**src/lccs_pkg.sv**
```systemverilog
// Purpose: Shared constants for the LCD clock, contrast and segment configuration block
// Assumes: Register port with 8-bit data in the low bits of the word
// Notes:   Offsets are word indices on the plain register port
package lccs_pkg;
   // Register offsets
   localparam logic [3:0] ADDR_CONTRAST  = 4'h0;
   localparam logic [3:0] ADDR_CONTROL   = 4'h1;
   localparam logic [3:0] ADDR_PRESCALE  = 4'h2;
   localparam logic [3:0] ADDR_SEG_EN    = 4'h3;
   localparam logic [3:0] ADDR_PIXEL     = 4'h4;
   localparam logic [3:0] ADDR_STATUS    = 4'h5;
   // Control register field positions
   localparam int CS_LSB     = 0;
   localparam int BIAS_LSB   = 2;
   localparam int ENABLE_BIT = 4;
   localparam int HALF_BIT   = 5;
   localparam int SLEEP_BIT  = 6;
   // Reset values
   localparam logic [7:0] CONTRAST_RST = 8'h00;
   localparam logic [7:0] CONTROL_RST  = 8'h00;
   localparam logic [7:0] PRESCALE_RST = 8'h00;
   localparam logic [7:0] SEG_EN_RST   = 8'h00;
   localparam logic [7:0] PIXEL_RST    = 8'h00;
   localparam logic [7:0] CONTRAST_MASK = 8'h07;
   // Fixed system clock divider
   localparam int         SYS_DIV       = 256;
   localparam logic [7:0] SYS_DIV_LAST  = 8'hff;
   // Ladder taps in sevenths
   localparam logic [2:0] LADDER_SHORT = 3'h0;
   localparam logic [2:0] LADDER_FULL  = 3'h7;
   // Clock source selection
   typedef enum logic [1:0] {
      SRC_SYS_DIV = 2'b00,
      SRC_XTAL    = 2'b01,
      SRC_LFOSC   = 2'b10,
      SRC_RSVD    = 2'b11
   } lccs_src_t;
   // Bias type selection
   typedef enum logic [1:0] {
      BIAS_STATIC = 2'b00,
      BIAS_HALF   = 2'b01,
      BIAS_THIRD  = 2'b10,
      BIAS_RSVD   = 2'b11
   } lccs_bias_t;
endpackage : lccs_pkg

```
**src/lccs_src_mux.sv**
```systemverilog
// Purpose: Selects one of the three LCD clock sources as a tick
// Assumes: Oscillator ticks arrive as one-cycle pulses synchronous to core_clk
// Notes:   The reserved selection gives no tick
`timescale 1ns/10ps
module lccs_src_mux
   import lccs_pkg::*;
(
   input  wire logic            core_clk,
   input  wire logic            reset,
   input  wire lccs_pkg::lccs_src_t src_sel,
   input  wire logic            sleep,
   input  wire logic            xtal_tick,
   input  wire logic            lfosc_tick,
   output logic                 src_tick
);
   import lccs_pkg::*;

   logic [7:0] sys_cnt_r;
   logic [7:0] sys_cnt_nxt;
   logic       sys_tick;

   // Fixed divide by the system divider, halted in sleep
   assign sys_cnt_nxt = sleep ? sys_cnt_r : sys_cnt_r + 8'h01;
   assign sys_tick    = !sleep && (sys_cnt_r == SYS_DIV_LAST);

   always_ff @(posedge core_clk) begin
      if (reset) sys_cnt_r <= 8'h00;
      else       sys_cnt_r <= sys_cnt_nxt;
   end

   // Source choice; oscillator ticks pass even in sleep
   assign src_tick = (src_sel == SRC_SYS_DIV) ? sys_tick :
                     (src_sel == SRC_XTAL)    ? xtal_tick :
                     (src_sel == SRC_LFOSC)   ? lfosc_tick :
                     1'b0;
endmodule : lccs_src_mux

```
**src/lccs_prescaler.sv**
```systemverilog
// Purpose: Four-bit prescaler that turns source ticks into frame ticks
// Assumes: restart is a one-cycle pulse on selection change, and is held high while the LCD is disabled
// Notes:   Counter is hidden from software
`timescale 1ns/10ps
module lccs_prescaler
   import lccs_pkg::*;
(
   input  wire logic       core_clk,
   input  wire logic       reset,
   input  wire logic       restart,
   input  wire logic [3:0] ratio,
   input  wire logic       src_tick,
   output logic            frame_tick
);
   import lccs_pkg::*;

   logic [3:0] cnt_r;
   logic [3:0] cnt_nxt;
   logic       wrap;
   logic       frame_r;

   // Ratio field n gives divide by n+1
   assign wrap    = src_tick && (cnt_r >= ratio);
   assign cnt_nxt = restart ? 4'h0 : wrap ? 4'h0 : src_tick ? cnt_r + 4'h1 : cnt_r;

   always_ff @(posedge core_clk) begin
      if (reset) begin
         cnt_r   <= 4'h0;
         frame_r <= 1'b0;
      end else begin
         cnt_r   <= cnt_nxt;
         frame_r <= wrap && !restart;
      end
   end
   assign frame_tick = frame_r;
endmodule : lccs_prescaler

```
**src/lccs_top.sv**
```systemverilog
// Purpose: LCD clock selection, prescaler, contrast, segment and bias configuration
// Assumes: Plain register port, read data one cycle after read strobe
// Notes:   Analog ladder is represented by digital control outputs only
// Behaviour
// - Contrast code zero shorts the contrast ladder for maximum contrast.
// - Nonzero contrast code n sets ladder to n sevenths of full resistance.
// - Contrast register upper five bits read zero; low three writable.
// - Segment enable one gives pin to LCD, zero keeps GPIO.
// - Two-bit source field chooses among three LCD clock sources.
// - First source is system clock divided by fixed 256.
// - Third source is low-frequency internal oscillator, about 1 kHz out.
// - Oscillator sources keep LCD running during sleep.
// - Hidden four-bit prescaler divides selected clock by the prescale field plus one.
// - Prescale ratios span divide-by-one through divide-by-sixteen.
// - Static, half and third bias give two, three, four levels.
// - Inactive module switches internal bias ladder off.
// - Half bias shorts middle ladder resistor.
`timescale 1ns/10ps
module lccs_top
   import lccs_pkg::*;
(
   input  wire logic       core_clk,
   input  wire logic       reset,
   input  wire logic [3:0] reg_addr,
   input  wire logic [7:0] reg_wdata,
   input  wire logic       reg_wr,
   input  wire logic       reg_rd,
   output logic [7:0]      reg_rdata,
   input  wire logic       cpu_sleep,
   input  wire logic       xtal_tick,
   input  wire logic       lfosc_tick,
   input  wire logic       xtal_enabled,
   output logic            frame_tick,
   output logic [2:0]      ladder_tap,
   output logic            ladder_short,
   output logic [7:0]      segment_pin_enable,
   output logic [7:0]      pixel_on_bit,
   output logic [1:0]      bias_levels_m1,
   output logic            bias_ladder_on,
   output logic            mid_resistor_short,
   output logic            lcd_active_flag
);
   import lccs_pkg::*;

   ////////////////////////////////////////////////////////////////////////
   // Register storage
   logic [7:0] contrast_ladder_ctrl_r;
   logic [7:0] lcd_control_reg_r;
   logic [7:0] lcd_phase_prescale_reg_r;
   logic [7:0] segment_pin_enable_r;
   logic [7:0] pixel_data_r;
   logic [7:0] rdata_r;
   logic [7:0] rdata_nxt;
   logic       restart_r;
   logic       restart_nxt;

   // Write decode
   logic wr_contrast;
   logic wr_control;
   logic wr_prescale;
   logic wr_seg;
   logic wr_pixel;

   function automatic logic hit(input logic [3:0] a, input logic [3:0] ofs);
      hit = (a == ofs);
   endfunction : hit

   assign wr_contrast = reg_wr && hit(reg_addr, ADDR_CONTRAST);
   assign wr_control  = reg_wr && hit(reg_addr, ADDR_CONTROL);
   assign wr_prescale = reg_wr && hit(reg_addr, ADDR_PRESCALE);
   assign wr_seg      = reg_wr && hit(reg_addr, ADDR_SEG_EN);
   assign wr_pixel    = reg_wr && hit(reg_addr, ADDR_PIXEL);

   ////////////////////////////////////////////////////////////////////////
   // Fields
   lccs_src_t  src_sel;
   lccs_bias_t bias_sel;
   logic       lcd_enable;
   logic       half_bias_select;
   logic [3:0] frame_prescale_select;
   logic       sel_change;

   assign src_sel               = lccs_src_t'(lcd_control_reg_r[CS_LSB +: 2]);
   assign bias_sel              = lccs_bias_t'(lcd_control_reg_r[BIAS_LSB +: 2]);
   assign lcd_enable            = lcd_control_reg_r[ENABLE_BIT];
   assign half_bias_select      = lcd_control_reg_r[HALF_BIT];
   assign frame_prescale_select = lcd_phase_prescale_reg_r[3:0];

   // Restart the prescaler whenever source or ratio is rewritten with a new value
   assign sel_change = (wr_control &&
                        (reg_wdata[CS_LSB +: 2] != lcd_control_reg_r[CS_LSB +: 2])) ||
                       (wr_prescale && (reg_wdata[3:0] != frame_prescale_select));
   assign restart_nxt = sel_change;

   // Register writes; the mask drops unimplemented contrast bits
   always_ff @(posedge core_clk) begin
      if (reset) begin
         contrast_ladder_ctrl_r   <= CONTRAST_RST;
         lcd_control_reg_r        <= CONTROL_RST;
         lcd_phase_prescale_reg_r <= PRESCALE_RST;
         segment_pin_enable_r     <= SEG_EN_RST;
         pixel_data_r             <= PIXEL_RST;
         restart_r                <= 1'b0;
      end else begin
         if (wr_contrast) contrast_ladder_ctrl_r <= reg_wdata & CONTRAST_MASK;
         if (wr_control)  lcd_control_reg_r      <= reg_wdata & 8'h7f;
         if (wr_prescale) lcd_phase_prescale_reg_r <= reg_wdata & 8'h0f;
         if (wr_seg)      segment_pin_enable_r   <= reg_wdata;
         if (wr_pixel)    pixel_data_r           <= reg_wdata;
         restart_r <= restart_nxt;
      end
   end

   ////////////////////////////////////////////////////////////////////////
   // Read path; status shows active flag and oscillator readiness
   logic [7:0] status_word;
   assign status_word = {5'h00, xtal_enabled, frame_tick, lcd_active_flag};

   assign rdata_nxt = !reg_rd                          ? 8'h00 :
                      hit(reg_addr, ADDR_CONTRAST)     ? (contrast_ladder_ctrl_r & CONTRAST_MASK) :
                      hit(reg_addr, ADDR_CONTROL)      ? lcd_control_reg_r :
                      hit(reg_addr, ADDR_PRESCALE)     ? lcd_phase_prescale_reg_r :
                      hit(reg_addr, ADDR_SEG_EN)       ? segment_pin_enable_r :
                      hit(reg_addr, ADDR_PIXEL)        ? pixel_data_r :
                      hit(reg_addr, ADDR_STATUS)       ? status_word :
                      8'h00;

   always_ff @(posedge core_clk) begin
      if (reset) rdata_r <= 8'h00;
      else       rdata_r <= rdata_nxt;
   end
   assign reg_rdata = rdata_r;

   ////////////////////////////////////////////////////////////////////////
   // Clock chain; sleep halts only the system-derived source
   logic src_tick;
   logic frame_raw;

   lccs_src_mux i_lccs_src_mux (
      .core_clk   (core_clk),
      .reset      (reset),
      .src_sel    (src_sel),
      .sleep      (cpu_sleep),
      .xtal_tick  (xtal_tick),      // software must enable the oscillator first
      .lfosc_tick (lfosc_tick),
      .src_tick   (src_tick)
   );

   lccs_prescaler i_lccs_prescaler (
      .core_clk   (core_clk),
      .reset      (reset),
      .restart    (restart_r || !lcd_enable),
      .ratio      (frame_prescale_select),
      .src_tick   (src_tick && lcd_enable),
      .frame_tick (frame_raw)
   );
   assign frame_tick = frame_raw;

   ////////////////////////////////////////////////////////////////////////
   // Contrast, segment, pixel and bias outputs
   logic [1:0] levels_nxt;
   logic       active_r;

   assign ladder_short       = (contrast_ladder_ctrl_r[2:0] == LADDER_SHORT);
   assign ladder_tap         = contrast_ladder_ctrl_r[2:0];
   assign segment_pin_enable = segment_pin_enable_r;
   assign pixel_on_bit       = pixel_data_r;

   // Levels minus one: static 1, half 2, third 3
   assign levels_nxt = (bias_sel == BIAS_STATIC) ? 2'd1 :
                       (bias_sel == BIAS_HALF)   ? 2'd2 : 2'd3;

   // Active flag follows enable; low in sleep on the system source
   always_ff @(posedge core_clk) begin
      if (reset) active_r <= 1'b0;
      else       active_r <= lcd_enable && !(cpu_sleep && src_sel == SRC_SYS_DIV);
   end
   assign lcd_active_flag    = active_r;
   assign bias_levels_m1     = levels_nxt;
   assign bias_ladder_on     = active_r;
   assign mid_resistor_short = active_r && half_bias_select;
endmodule : lccs_top

```
**config.mk**
```make
export PLATFORM = sky130hd
export DESIGN_NAME = lccs_top
export DESIGN_NICKNAME = d
export VERILOG_FILES = /design/src/lccs_pkg.sv /design/src/lccs_src_mux.sv /design/src/lccs_prescaler.sv /design/src/lccs_top.sv
export SDC_FILE = /design/constraint.sdc
export NUM_CORES = 1
export LEC_CHECK = 0
export BUFFER_PORTS_ARGS = -buffer_cell sky130_fd_sc_hd__buf_2
export CORE_ASPECT_RATIO = 1.5
export CORE_MARGIN = 3
export CORE_UTILIZATION = 54
export CTS_CLUSTER_DIAMETER = 150
export CTS_CLUSTER_SIZE = 25
export DETAILED_ROUTE_END_ITERATION = 10
export PLACE_DENSITY_LB_ADDON = 0.2
export SLEW_MARGIN = 20
export SYNTH_ARGS = -nofsm -noshare
export SYNTH_HDL_FRONTEND = slang
export SYNTH_SLANG_ARGS = --single-unit
export TNS_END_PERCENT = 30
```
**constraint.sdc**
```tcl
create_clock -name core_clk -period 2.2 [get_ports core_clk]
set_input_delay 0.44 -clock core_clk [delete_from_list [all_inputs] [get_ports core_clk]]
set_output_delay 0.44 -clock core_clk [all_outputs]
set_load 0.02 [all_outputs]
```
==> reports/qor.yml, run 1 <==
timing:
  worst_slew_pin_slew_ns: 0.458
  fmax_mhz: 535
  finalSetupTns_ns: 0
  fin_ws_ns: 0.330
  rsz0062_at_grt: "no"
  skew_ns: 0.00703
  slew_viol_final: 0
  finalSetupViolations: 0
  finalCritPeriodShare: 0.850
  timing.slew.headroom: 0.691
  layout_min_cycle_time_ns: 1.87
  hold_viol_final: 0
critical_path:
  worstSetupStartpointType: "register"
  crit_chain: "inv_1 -> ha_1 -> nand2b_1 -> a2111oi_0 -> or3_1 -> a21oi_1 -> o31ai_1"
  cp_data_arrival_time_ns: 2.10
  cp-end-kind: "register"
  critPathBufInv: 1
  critical-path-top-delay-family: "compound AO/OA/AOI/OAI gates"
  cp_max_fo: 7
  crit_path_top_delay_cell: "dfxtp_1"
  cp_slowest_stage_delay_ns: 0.38
  setup.worst_path.class: "reg -> reg"
  worstPathRequired_ns: 2.43
floorplanning:
  die_w_um: 61.8
  core_mm2: 0.00435
  die_y_um: 89.7
  io_pins: 54
  rows: 29
  die-area_mm2: 0.00554
  initial_core_util: 0.579
global_routing:
  first_global_vias: 2013
  track_usage: 0.220
  overflow: 0
  grt_max_degree: 26
  grt_pass1_wl_mm: 9.20
  antenna_found_initial: 0
placed_design:
  place_congestion: 0.865
  dp_cells: 377
  io_buffer_count: 53
  hpwl_mm: 4.34
  dpl_worst_slack_ns: 0.277
yosys:
  ys_types: 43
  synthCells: 289
  synth_edf_count: 0
  syn_area_per_cell_um2: 8.72
  yosys.area.top_type: "dfxtp_1"
  yosys-top-cells-area: "dfxtp_1 (42%), mux2i_1 (8.3%), nor2_1 (5.8%)"
  synth_seq_area_share: 0.421
  yosysWarnings: 0
  synth_top_area_share: 0.421
  synth-main-ff-cell: "dfxtp_1"
  synthArstFlopShare: 0
  yosys_register_bits: 53
  netlist_area_mm2: 0.00252
  synth_fp_nets: 315
drt:
  postRouteAntennaNets: 0
  drt_pass1_iterations: 4
  num_vias: 2201
  via_per_inst: 5.72
  drc: 0
  drt_iter0_drc: 84
  finalWirelength_mm: 5.76
  wl_per_cell_um: 15.0
power:
  powerDensity_mw_per_mm2: 626
  max-vdd-ir-drop_mv: 0.594
  p_leak_nw: 1.25
clocking:
  post-cts-setup-buffers: 0
  cts-buffers-inserted: 5
  cts-root-buf: "clkbuf_8"
  clk_pin_slew_ns: 0.10
  clock_path_buffers: 2
  htreeDepth: 2
  clock-sinks: 53
  cts_tree: "done"
  holdBufCountCts: 0
  worstSkewPairLatency_ns: 0.31
  cts.repair.resized: 0
finish:
  area_growth_pct: 16.0
  fin_nets: 364
  drive_gt1_frac: 0.233
  fin_cells: 385
  n_antenna_cell: 0
worst_hold_path:
  hold_class: "in -> reg"
flow_run:
  drv_cap: 0
status:
  status: "complete, no violations"
## path summary, 6_finish.rpt
check,endpoint,slack [ns],startpoint,cells after the start
setup / recovery,i_lccs_prescaler.cnt_r[2],0.33,i_lccs_prescaler.cnt_r[0],7
setup reg to reg,i_lccs_prescaler.cnt_r[2],0.33,i_lccs_prescaler.cnt_r[0],7
hold reg to reg,lcd_control_reg_r[5],0.48,lcd_control_reg_r[5],2
hold / removal,segment_pin_enable[7],0.37,reg_wdata[7],3
## tightest hold or removal path, cell delays in order
cell,delay [ns]
buf_2,0.08
mux2i_1,0.06
nor2_1,0.07
## layer usage
layer / vias up / global-route usage / share of wire
met1: 1038 / 0.269 / 0.43
li1: 1097 / - / -
met3: 10 / 0.0443 / 0.045
met5: - / 0 / 0
met4: 0 / 0.0830 / 0.017
met2: 56 / 0.373 / 0.51
## cells in the final DEF (no fill, tap or decap), types with 10 or more instances in the layout
cell,n
o21ai_0,10
a21oi_1,23
nand2_1,21
dfxtp_1,53
inv_1,10
nor2_1,39
buf_2,53
mux2i_1,21
nand3_1,18
## area by class of cell
type | count | area [µm²]
Fill cell | 368 | 1430
Clock buffer | 5 | 68.8
Multi-Input combinational cell | 209 | 1340
Tap cell | 46 | 57.6
Inverter | 10 | 37.5
Sequential cell | 53 | 1060
Timing Repair Buffer | 59 | 310
Clock inverter | 3 | 50.0
## registers in the layout, indices dropped and copies added (netlist names), 3 cells and up
register / count
reg_rdata: 8
segment_pin_enable: 8
contrast_ladder_ctrl_r: 3
i_lccs_prescaler.cnt_r: 4
i_lccs_src_mux.sys_cnt_r: 8
lcd_phase_prescale_reg_r: 4
lcd_control_reg_r: 7
pixel_on_bit: 8
## synthesized netlist by cell type (all sizes together) (5+ instances only)
cell,number
dfxtp,53
nor2,39
a21oi,24
nand2,22
mux2i,21
nand3,18
buf,10
inv,10
o21ai,10
a22oi,7
clkbuf,7
xnor2,7
ha,6
or3,6
nor2b,5
nor3,5
## through the flow
step	hold slack [ns]	instance area [µm²]	utilization	power, mW
3_5_place_dp	0.458	2800	0.644	1.16
4_1_cts	0.367	2920	0.671	1.84
3_3_place_gp	0.445	2800	0.644	1.16
2_1_floorplan	0.425	2520	-	1.11
5_1_grt	0.376	2920	0.671	1.90
6_report	0.375	2920	0.671	1.83
## kinds of logic (layout without fill, tap and decap cells)
family,after synthesis,count (layout),share of synthesized area
buffers and inverters,27,77,0.0482
adders and majority gates,6,6,0.0298
xor gates and xnor gates,11,11,0.0382
AOI/OAI and AO/OA,52,52,0.130
and+or+nand+nor,117,117,0.241
muxes,23,23,0.0924
DFF,53,53,0.421
## report_power, final
part           leakage, nW  internal, mW  switching, mW
Sequential           0.428         0.971         0.0105
Clock               0.0603         0.349          0.342
Combinational        0.764        0.0596         0.0967
No activity file was read; power rests on OpenSTA's default activity.
==> run 2, diff against run 1 <==
--- a/config.mk
+++ b/config.mk
@@ -12,6 +12,7 @@
 export CTS_CLUSTER_DIAMETER = 150
 export CTS_CLUSTER_SIZE = 25
 export DETAILED_ROUTE_END_ITERATION = 10
+export GPL_TIMING_DRIVEN = 0
 export PLACE_DENSITY_LB_ADDON = 0.2
 export SLEW_MARGIN = 20
 export SYNTH_ARGS = -nofsm -noshare
==> run 2 against run 1 <==
  * Register-to-register slack lost 0.12 ns
  * Clock skew is 0.0018 ns lower
  * Clock power shrank 3.8%
  * Total power fell by 0.98%
  * Fmax is 6.2% lower
  * Global-route usage grew 1.2 points
  * Count of clock-buffer cells in the layout up 1
  * Wire length up 6.4%
  * First-iteration DRC count is 14% higher
  * Non-clock buffer count grew 7
  * Sequential power about the same
  * Design area is 0.39% higher
==> reports/qor.yml, run 2 (synthesized netlist as in run 1, its figures left out) <==
finish:
  final_util: 0.674
  fin_nets: 371
  n_antenna_cell: 0
  final_cell_mix: "buf_2 (56), dfxtp_1 (53), nor2_1 (39), a21oi_1 (23)"
  drive_gt1_frac: 0.223
  final_common_cell: "buf_2"
  area_growth_pct: 16.4
  fill_cells: 387
timing:
  hold_viol_final: 0
  layout_min_cycle_time_ns: 1.99
  finalSetupViolations: 0
  fmax_mhz: 502
  slew_viol_final: 0
  finalCritPeriodShare: 0.906
  skew_ns: 0.00521
  finalSetupTns_ns: 0
  fin_ws_ns: 0.207
  worst_slew_pin_slew_ns: 0.743
  timing.slew.headroom: 0.502
  rsz0062_at_grt: "no"
status:
  status: "complete, no violations"
power:
  max-vdd-ir-drop_mv: 0.583
  powerDensity_mw_per_mm2: 617
  p_leak_nw: 1.25
  totalPowerFinal_mw: 1.81
flow_run:
  drv_cap: 0
critical_path:
  cp_slowest_stage_delay_ns: 0.39
  crit_chain: "inv_1 -> ha_1 -> nand2b_1 -> a2111oi_0 -> or3_1 -> buf_2 -> a21oi_1 -> o31ai_1"
  cp_max_fo: 7
  crit_path_top_delay_cell: "dfxtp_1"
  setup.worst_path.class: "reg -> reg"
  reg2reg_depth: 8
  worstReg2RegStart: "i_lccs_prescaler.cnt_r[0]"
  cp_data_arrival_time_ns: 2.21
  worstPathRequired_ns: 2.42
  endpoint: "i_lccs_prescaler.cnt_r[2]"
  worstSetupStartpointType: "register"
  rrSetupSlack_ns: 0.21
  worstSetupStartpoint: "i_lccs_prescaler.cnt_r[0]"
  worstReg2RegEnd: "i_lccs_prescaler.cnt_r[2]"
  cp-end-kind: "register"
global_routing:
  antenna_found_initial: 0
  track_usage: 0.232
  grt_pass1_wl_mm: 9.66
  grt_max_degree: 17
  overflow: 0
  first_global_vias: 2017
drt:
  wl_per_cell_um: 15.6
  finalWirelength_mm: 6.13
  drc: 0
  via_per_inst: 5.80
  num_vias: 2274
  drt_pass1_iterations: 4
  postRouteAntennaNets: 0
  drt_iter0_drc: 96
clocking:
  worstSkewPairLatency_ns: 0.31
  clock-sinks: 53
  clk_pin_slew_ns: 0.09
  post-cts-setup-buffers: 0
  cts_tree: "done"
  cts-buffers-inserted: 5
  cts-root-buf: "clkbuf_8"
  clock_path_buffers: 2
  cts.repair.resized: 0
  holdBufCountCts: 0
  htreeDepth: 2
placed_design:
  hpwl_mm: 4.41
  io_buffer_count: 49
  dpl_worst_slack_ns: 0.220
  place_congestion: 0.917
floorplanning:
  io_pins: 54
  core_mm2: 0.00435
  die-area_mm2: 0.00554
  die_w_um: 61.8
  rows: 29
  initial_core_util: 0.579
  die_y_um: 89.7
worst_hold_path:
  hold_class: "in -> reg"
==> run 2: layout make-up <==
cell class / count / area (µm²) / area share
sequential: 53 / 1060 / 0.362
multi-input combinational: 209 / 1340 / 0.456
inverter: 10 / 37.5 / 0.0128
clock inverter: 2 / 38.8 / 0.0132
tap: 46 / 57.6 / 0.0196
clock buffer: 6 / 72.6 / 0.0247
timing repair buffer: 49 / 245 / 0.0836
buffer: 17 / 83.8 / 0.0286
==> run 2: power breakdown <==
part	total, mW	internal [mW]	switching, mW
Clock	0.665	0.342	0.323
Combinational	0.165	0.0608	0.104
Sequential	0.982	0.971	0.0104
==> run 2: worst min path at each step <==
stage / from / end / slack, ns / depth (start not counted)
floorplan: lcd_control_reg_r[6] / reg_rdata[6] / 0.42 / 2
global placement: lcd_control_reg_r[6] / lcd_control_reg_r[6] / 0.44 / 2
detailed placement: lcd_control_reg_r[6] / reg_rdata[6] / 0.46 / 2
CTS: cpu_sleep / bias_ladder_on / 0.38 / 2
global route: reg_wdata[4] / lcd_control_reg_r[4] / 0.40 / 3
finish: cpu_sleep / bias_ladder_on / 0.38 / 2
==> run 2: metrics by stage <==
step / hold slack (ns) / instances / instance area (µm²)
2_1_floorplan: 0.425 / 289 / 2520
3_3_place_gp: 0.443 / 384 / 2820
3_5_place_dp: 0.461 / 384 / 2820
4_1_cts: 0.379 / 392 / 2930
5_1_grt: 0.400 / 392 / 2930
6_report: 0.380 / 392 / 2930
==> run 2: critical path: cells and delay by family (launching register included) <==
| family | cells | cell delay, ns |
|---|---|---|
| and+or+nand+nor | 2 | 0.30 |
| buffers and inverters | 2 | 0.24 |
| adders and majority gates | 1 | 0.29 |
| DFF | 1 | 0.39 |
| AOI/OAI and AO/OA | 3 | 0.68 |
==> run 2: per-layer routing <==
layer	part of all wire	GRT usage
met1	0.43	0.308
met2	0.49	0.375
met5	0	0
met3	0.059	0.0501
met4	0.014	0.0695
